`config.mk`:
```
export PLATFORM = sky130hd
export DESIGN_NAME = subband_crossbar
export DESIGN_NICKNAME = d
export VERILOG_FILES = /design/src/hdl/xbar_pkg.sv /design/src/hdl/point_slope_synth.sv /design/src/hdl/subband_crossbar.sv
export SDC_FILE = /design/constraint.sdc
export NUM_CORES = 2
export LEC_CHECK = 0
export BUFFER_PORTS_ARGS = -buffer_cell sky130_fd_sc_hd__buf_4
export CORE_UTILIZATION = 25
export CTS_BUF_LIST = sky130_fd_sc_hd__clkbuf_8
export CTS_CLUSTER_DIAMETER = 80
export DETAILED_ROUTE_END_ITERATION = 10
export GPL_TIMING_DRIVEN = 0
export PLACE_DENSITY = 0.41
export SLEW_MARGIN = 20
export SYNTH_ARGS = -nofsm -noshare
export SYNTH_HDL_FRONTEND = slang
export SYNTH_SLANG_ARGS = --single-unit
```
`constraint.sdc`:
```
create_clock -name clk -period 12.71 [get_ports clk]
set_input_delay 0.6355 -clock clk [delete_from_list [all_inputs] [get_ports clk]]
set_output_delay 0.6355 -clock clk [all_outputs]
set_load 0.05 [all_outputs]
```
`src/hdl/xbar_pkg.sv`:
```
// Package for the sub-band output crossbar with pulsar gating.
// Assumes one 50 MHz core clock; the double-rate output is a one-cycle
// phase enable from a divider, low part first, high part second.
//
// Summary of operation
// - Per baseband, each of the eighteen board outputs can select any of the eighteen filter outputs.
// - In seven-bit mode, sub-bands whose bandwidth setting exceeds 64 MHz are refused for transport.
// - In seven-bit mode only the seven low bits of each eight-bit filter word travel on.
// - Each seven-bit sample becomes a four-bit low nibble and a three-bit high part at twice the sample rate.
// - In seven-bit mode the top bit of the high-part transfer carries the data-valid flag.
// - Pulsar gating is applied and per-state counts and power of requantized samples are accumulated.
// - One phase-cal extractor per baseband is time-multiplexed over the sub-bands.
// - Identification data is embedded into each outgoing stream.
// - The pulsar timer holds a 32-bit point-slope synthesizer reloadable every 10 ms; the gate generators compare its phase.
// - Several gates, each with its own epoch and duration, follow the pulsar timer.
// - A pulsar timer output is provided to the dump trigger generator.
// - Dump triggers align to the timer epoch and new coefficients take effect on 10 ms time code epochs.
// - An asynchronous, pulled-up external blanking input forces data valid off while asserted.
package xbar_pkg;
	// ------------------------------------------------------------
	// Sizes
	// ------------------------------------------------------------
	localparam int N_CH       = 18;
	localparam int SEL_W      = 5;
	localparam int N_GATE     = 4;
	localparam int ID_W       = 16;
	localparam int ID_PERIOD  = 1024;  // Samples between identification words
	localparam int BW_MAX_7B  = 64;    // MHz, seven-bit transport limit
	localparam int EPOCH_MS   = 10;
	localparam int CLK_KHZ    = 50000;
	localparam int EPOCH_CYC  = EPOCH_MS * CLK_KHZ;  // Time code epoch, cycles

	// ------------------------------------------------------------
	// Types
	// ------------------------------------------------------------
	typedef logic [7:0] word_t;
	typedef struct packed
	{
		logic [31:0] phase;   // Start value
		logic [31:0] slope;   // Increment per cycle
	} synth_coef_s;
	typedef struct packed
	{
		logic [31:0] epoch;   // Timer phase where the gate opens
		logic [31:0] width;   // Open duration in phase units
	} gate_cfg_s;
	typedef struct packed
	{
		logic [3:0] low;      // Low nibble transfer
		logic [3:0] high;     // High part transfer, bit 3 valid in 7-bit mode
	} pair_s;
endpackage

```
`src/hdl/point_slope_synth.sv`:
```
// 32-bit point-slope synthesizer with epoch-gated reload.
// Assumes coefficients are held stable by the caller until the epoch.
`timescale 1ns/100ps
module point_slope_synth
	import xbar_pkg::*;
(
	// Clock and reset
	input  wire logic        clk,
	input  wire logic        rst,
	// Coefficient load
	input  wire synth_coef_s coef,
	input  wire logic        coef_pend,
	input  wire logic        epoch,
	// Output
	output logic [31:0]      phase,
	output logic             wrap
);
	logic [31:0] acc_q, acc_d;
	logic [31:0] slope_q, slope_d;
	logic        wrap_q, wrap_d;
	logic [32:0] sum;

	// Advance phase; take new point and slope only on an epoch
	always_comb
	begin
		sum     = {1'b0, acc_q} + {1'b0, slope_q};
		acc_d   = sum[31:0];
		slope_d = slope_q;
		wrap_d  = sum[32];
		if (coef_pend && epoch)
		begin
			acc_d   = coef.phase;
			slope_d = coef.slope;
			wrap_d  = 1'b1;
		end
	end

	always_ff @(posedge clk)
	begin
		if (rst)
		begin
			acc_q   <= 32'h0;
			slope_q <= 32'h0;
			wrap_q  <= 1'b0;
		end
		else
		begin
			acc_q   <= acc_d;
			slope_q <= slope_d;
			wrap_q  <= wrap_d;
		end
	end

	assign phase = acc_q;
	assign wrap  = wrap_q;
endmodule // point_slope_synth

```
`src/hdl/subband_crossbar.sv`:
```
// Output crossbar for one baseband: routing, seven-bit packing,
// gating, statistics, phase-cal, identification and blanking.
// Assumes filter words arrive every other cycle on the sample strobe.
`timescale 1ns/100ps
module subband_crossbar
	import xbar_pkg::*;
(
	// Clock and reset
	input  wire logic                 clk,
	input  wire logic                 rst,
	// Filter side
	input  wire word_t [N_CH-1:0]     fir_data,
	input  wire logic  [N_CH-1:0]     fir_valid,
	input  wire logic  [7:0]          fir_bw_mhz,
	// Configuration
	input  wire logic  [SEL_W-1:0]    route_sel [N_CH],
	input  wire logic                 mode_7bit,
	input  wire logic  [ID_W-1:0]     stream_id,
	input  wire logic  [N_CH-1:0]     gate_map,
	input  wire logic  [1:0]          gate_pick [N_CH],
	// Timing
	input  wire logic                 time_code_epoch,
	input  wire synth_coef_s          timer_coef,
	input  wire logic                 timer_load,
	input  wire gate_cfg_s            gate_cfg [N_GATE],
	input  wire logic                 gate_load,
	// External blanking, asynchronous, low blanks
	input  wire logic                 ext_blank_n,
	// Phase-cal
	input  wire logic  [SEL_W-1:0]    pcal_sel,
	// Outputs toward the recirculation controller
	output pair_s      [N_CH-1:0]     out_pair,
	output logic       [N_CH-1:0]     out_valid,
	output logic                      dump_trigger_stream,
	// Statistics and phase-cal
	output logic       [31:0]         state_count [4],
	output logic       [47:0]         power_acc,
	output logic       [31:0]         pcal_acc,
	output logic       [SEL_W-1:0]    pcal_chan
);
	// ------------------------------------------------------------
	// Blanking synchronizer and rate divider
	// ------------------------------------------------------------
	logic       blk_s1_q, blk_s2_q, phase_q;
	always_ff @(posedge clk)
	begin
		if (rst)
		begin
			blk_s1_q <= 1'b1;
			blk_s2_q <= 1'b1;
			phase_q  <= 1'b0;
		end
		else
		begin
			blk_s1_q <= ext_blank_n;
			blk_s2_q <= blk_s1_q;
			phase_q  <= ~phase_q;    // Low part on 0, high part on 1
		end
	end
	logic blank;
	assign blank = ~blk_s2_q;

	// ------------------------------------------------------------
	// Pulsar timer, gates, dump trigger
	// ------------------------------------------------------------
	logic        tmr_pend_q, gate_pend_q;
	logic [31:0] tmr_phase;
	logic        tmr_wrap;
	always_ff @(posedge clk)
	begin
		if (rst)
		begin
			tmr_pend_q  <= 1'b0;
			gate_pend_q <= 1'b0;
		end
		else
		begin
			tmr_pend_q  <= timer_load | (tmr_pend_q & ~time_code_epoch);
			gate_pend_q <= gate_load | (gate_pend_q & ~time_code_epoch);
		end
	end

	point_slope_synth u_timer
	(
		.clk       (clk),
		.rst       (rst),
		.coef      (timer_coef),
		.coef_pend (tmr_pend_q),
		.epoch     (time_code_epoch),
		.phase     (tmr_phase),
		.wrap      (tmr_wrap)
	);

	gate_cfg_s  gcfg_q [N_GATE];
	logic [N_GATE-1:0] gate_open;
	always_ff @(posedge clk)
	begin
		if (rst)
			for (int g = 0; g < N_GATE; g++)
				gcfg_q[g] <= '0;
		else if (gate_pend_q && time_code_epoch)
			for (int g = 0; g < N_GATE; g++)
				gcfg_q[g] <= gate_cfg[g];
	end

	// Each gate opens at its epoch relative to the timer phase
	always_comb
	begin
		for (int g = 0; g < N_GATE; g++)
			gate_open[g] = (tmr_phase - gcfg_q[g].epoch) < gcfg_q[g].width;
	end

	logic dump_q;
	always_ff @(posedge clk)
	begin
		if (rst)
			dump_q <= 1'b0;
		else
			dump_q <= tmr_wrap;
	end
	assign dump_trigger_stream = dump_q;

	// ------------------------------------------------------------
	// Routing, identification and packing
	// ------------------------------------------------------------
	logic [9:0]  id_cnt_q;
	logic        id_slot;
	logic        bw_ok;
	assign id_slot = (id_cnt_q < 10'(ID_W / 4));
	assign bw_ok   = ~mode_7bit | (fir_bw_mhz <= 8'(BW_MAX_7B));

	always_ff @(posedge clk)
	begin
		if (rst)
			id_cnt_q <= 10'h0;
		else if (phase_q)
			id_cnt_q <= (id_cnt_q == 10'(ID_PERIOD - 1)) ? 10'h0 : id_cnt_q + 10'h1;
	end

	word_t [N_CH-1:0] sample_q;
	logic  [N_CH-1:0] svalid_q;
	pair_s [N_CH-1:0] pair_q;
	logic  [N_CH-1:0] ov_q;

	always_ff @(posedge clk)
	begin
		if (rst)
		begin
			sample_q <= '0;
			svalid_q <= '0;
			pair_q   <= '0;
			ov_q     <= '0;
		end
		else
			for (int o = 0; o < N_CH; o++)
			begin
				logic v;
				logic [3:0] idn;
				v   = fir_valid[route_sel[o]] & bw_ok & ~blank
				      & (~gate_map[o] | gate_open[gate_pick[o]]);
				idn = stream_id[4*id_cnt_q[1:0] +: 4];
				if (!phase_q)
				begin
					sample_q[o] <= fir_data[route_sel[o]];
					svalid_q[o] <= v;
					pair_q[o].low <= id_slot ? idn : fir_data[route_sel[o]][3:0];
					ov_q[o] <= v & ~id_slot;
				end
				else if (mode_7bit)
					pair_q[o].high <= {svalid_q[o] & ~id_slot & ~blank, sample_q[o][6:4]};
				else
					pair_q[o].high <= sample_q[o][7:4];
			end
	end
	assign out_pair  = pair_q;
	assign out_valid = ov_q & {N_CH{~blank}};

	// ------------------------------------------------------------
	// Requantizer statistics on output 0, phase-cal mux
	// ------------------------------------------------------------
	logic [31:0] cnt_q [4];
	logic [47:0] pw_q;
	logic [31:0] pc_q;
	logic [SEL_W-1:0] pc_ch_q;
	logic [21:0] pc_dwell_q;
	logic signed [6:0] s7;
	assign s7 = sample_q[0][6:0];

	always_ff @(posedge clk)
	begin
		if (rst)
		begin
			for (int k = 0; k < 4; k++)
				cnt_q[k] <= 32'h0;
			pw_q       <= 48'h0;
			pc_q       <= 32'h0;
			pc_ch_q    <= '0;
			pc_dwell_q <= '0;
		end
		else
		begin
			if (phase_q && svalid_q[0])
			begin
				cnt_q[sample_q[0][6:5]] <= cnt_q[sample_q[0][6:5]] + 32'h1;
				pw_q <= pw_q + 48'(s7 * s7);
			end
			// Phase-cal dwells on one sub-band per epoch, then steps on; a nonzero pcal_sel picks sub-band pcal_sel - 1
			if (time_code_epoch)
			begin
				pc_ch_q <= (pcal_sel != 0) ? pcal_sel - 5'h1 :
				           ((pc_ch_q == 5'(N_CH - 1)) ? 5'h0 : pc_ch_q + 5'h1);
				pc_q    <= 32'h0;
			end
			else if (phase_q && fir_valid[pc_ch_q])
				pc_q <= pc_q + {{24{fir_data[pc_ch_q][7]}}, fir_data[pc_ch_q]} *
				        (tmr_phase[31] ? -32'sh1 : 32'sh1);
		end
	end
	assign state_count = cnt_q;
	assign power_acc   = pw_q;
	assign pcal_acc    = pc_q;
	assign pcal_chan   = pc_ch_q;
endmodule // subband_crossbar

```
==> results_dict.tcl <==
set metrics [dict create \
    final_common_cell "buf_4" \
    wl_um 467000 \
    grt_max_degree 57 \
    die_x_um 553 \
    grt_pass1_vias 71819 \
    synth_top_family_by_area "multiplexers" \
    fin_crit_ns 9.74 \
    cp-end-kind "flip-flop" \
    drc 0 \
    syn_inst 7450 \
    clkSinkCount 806 \
    area_growth_syn_to_layout_pct 26.3 \
    status "complete, no violations" \
    synth_seq_cells 806 \
    rsz0062_at_grt "no" \
    fp.dieArea_mm2 0.305 \
    synthArstFlopShare_pct 0 \
    maxCapViolCount 0 \
    period_share_pct 76.6 \
    worst_pin_slew_ns 1.27 \
    detail-route-antenna-nets 0 \
    cts_buffers 170 \
    rows 201 \
    place_ws_ns 3.08 \
    vias_per_cell 5.59 \
    grt_overflow 0 \
    start_util_pct 25.2 \
    hold_path.class "in2reg" \
    port_buffers 979 \
    cts_tree "done" \
    synth_xor_area_share_pct 3.07 \
    finClkSkew_ns 0.104 \
    p_leak_nw 38.7 \
    required_ns 13.56 \
    grt_use_total_pct 29.6 \
    synth_compound_area_share_pct 12.8 \
    relSlewSlack_pct 15.6 \
    nets 10216 \
    antenna_found_initial 93 \
    fin_ws_ns 2.97 \
    maxSlewViolCount 0 \
    via_count 73221 \
    synth.distinct_cells 98 \
    gp_congestion 1.01 \
    p_per_area_mw_per_mm2 108 \
    core_area_mm2 0.301 \
    seq_area_frac_synth_pct 24.7 \
    grt_pass1_wl_um 625000 \
    yosys.area_share.simple_pct 11.9 \
    drt_iter0_drc 7786 \
    syn_area_per_cell_um2 10.2 \
    max_freq_ghz 0.103 \
    worstSkewPairLatency_ns 0.97 \
    htreeDepth 4 \
    cts_root_buf "clkbuf_8" \
    syn_area_mm2 0.0758 \
    final_layout_size_suffix_gt1_share_pct 25.7 \
    critPathKind "reg2reg" \
    avgRoutedWirePerCell_um 35.6 \
    clkTransAtPathRegs_ns 0.06 \
    synth_edf_count 256 \
    crit_path_start_kind "flip-flop" \
    final_cell_mix "buf_4, mux4_2, inv_1" \
    ios 1038 \
    synthMuxAreaShare_pct 29.3 \
    peakVddDrop_v 0.0000710 \
    whs_ns 0.0811 \
    yosysWarningCount 0 \
    ys.flop_type "dfxtp_1" \
    dpl.hpwl_um 375000 \
    setup_viol 0 \
    hold_viol_final 0 \
    chipHeight_um 553 \
    synth_fa_ha_area_share_pct 11.2 \
    syn_nets 8695 \
    dr.pass1.iters 8 \
    cts_buffer_depth 4 \
    critPathArrivalTime_ns 10.58 \
    path_max_fanout 11 \
]
[logic make-up after synthesis]
logic type,Yosys count
AO/OA/AOI/OAI,1520
XOR/XNOR,265
adder cells (fa/ha/maj),583
buffers and inverters,1351
flip-flops,806
multiplexers,1114
AND/OR/NAND/NOR,1811
[timing repair]
item | CTS | global route
gates resized for setup | 0 | 0
hold buffers | 351 | 0
buffers inserted | 0 | 0
hold endpoints to repair | 329 | 0
[synth_stat cells, drive strengths merged (144+ instances only)]
cell type / number / area [um^2]
nand2: 408 / 1530
a21oi: 529 / 2650
buf: 152 / 817
mux2i: 226 / 2260
and2: 306 / 1920
nor2: 516 / 1940
mux4: 873 / 19700
o21ai: 187 / 947
nand2b: 144 / 901
clkbuf: 505 / 1900
ha: 429 / 5370
fa: 154 / 3080
xnor2: 190 / 1670
dfxtp: 550 / 11000
edfxtp: 256 / 7690
a211oi: 203 / 1530
inv: 683 / 2560
[state kept, by name, indices dropped and copies added, names as in the netlist]
signal,count
gcfg_q,256
out_pair,144
state_count,128
sample_q,69
power_acc,48
pcal_acc,32
u_timer.phase,32
u_timer.slope_q,32
ov_q,18
svalid_q,18
id_cnt_q,10
s7,7
pcal_chan,5
blk_s1_q,1
blk_s2_q,1
dump_trigger_stream,1
gate_pend_q,1
phase_q,1
tmr_pend_q,1
u_timer.wrap,1
[final timing paths]
check / start / end / slack (ns) / cells past startpoint
max reg2reg: pcal_chan[1] / pcal_acc[31] / 2.97 / 25
min: gate_cfg[181] / gcfg_q[1][53] / 0.08 / 2
min reg2reg: u_timer.wrap / dump_trigger_stream / 0.44 / 1
max: pcal_chan[1] / pcal_acc[31] / 2.97 / 25
[through the flow]
stage | utilization (%) | instance area (um^2) | TNS [ns] | power (mW) | std cells
after CTS | 31.8 | 95500 | 0 | 10.4 | 13048
final | 31.9 | 95700 | 0 | 10.4 | 13107
after detailed placement | 29.4 | 88500 | 0 | 7.16 | 12403
after global placement | 29.3 | 88100 | -326.54 | 7.12 | 12387
after global routing | 31.8 | 95600 | 0 | 10.9 | 13067
after floorplan | - | 75800 | 0 | 5.59 | 7450
[metal layers]
layer | vias to the layer above | global-route usage, % | part of all wire [%]
li1 | 30772 | - | -
met1 | 36901 | 35.1 | 38
met2 | 4505 | 46.6 | 45
met3 | 1003 | 10.4 | 11
met4 | 40 | 16.5 | 6.7
met5 | - | 0 | 0.057
[critical path: stages (launching register included)]
cell and delay (ns):
dfxtp_1 0.62, buf_1 0.69, buf_1 0.96, mux4_2 0.43
mux4_2 0.59, nand2_1 0.13, o21ai_0 0.22, and2_1 0.26
fa_2 0.59, inv_1 0.42, fa_1 0.52, fa_1 0.55
inv_1 0.05, fa_1 0.39, fa_1 0.45, ha_1 0.38
a21o_1 0.20, a31o_2 0.28, o211ai_1 0.30, nand4b_1 0.20
a41oi_1 0.49, o31a_1 0.23, a21oi_1 0.10, xnor2_1 0.15
or3_1 0.32, a21oi_1 0.14
[power by group]
group | internal, mW | leakage, nW | total [mW] | switching [mW]
Sequential | 2.79 | 7.18 | 2.91 | 0.120
Clock | 1.70 | 1.94 | 3.05 | 1.35
Combinational | 1.77 | 29.6 | 4.41 | 2.64
Total | 6.25 | 38.7 | 10.4 | 4.11
[cell type report]
type / count / area (um^2)
well taps: 3958 / 4950
plain buffers: 665 / 2830
repair buffers: 1349 / 11200
inverters: 686 / 2570
fillers: 31229 / 205000
diodes: 56 / 140
flip-flops and latches: 806 / 18700
clock buffers: 201 / 2770
multi-input cells: 5293 / 51800
clock inverters: 93 / 773
No activity file was read; power rests on OpenSTA's default activity.
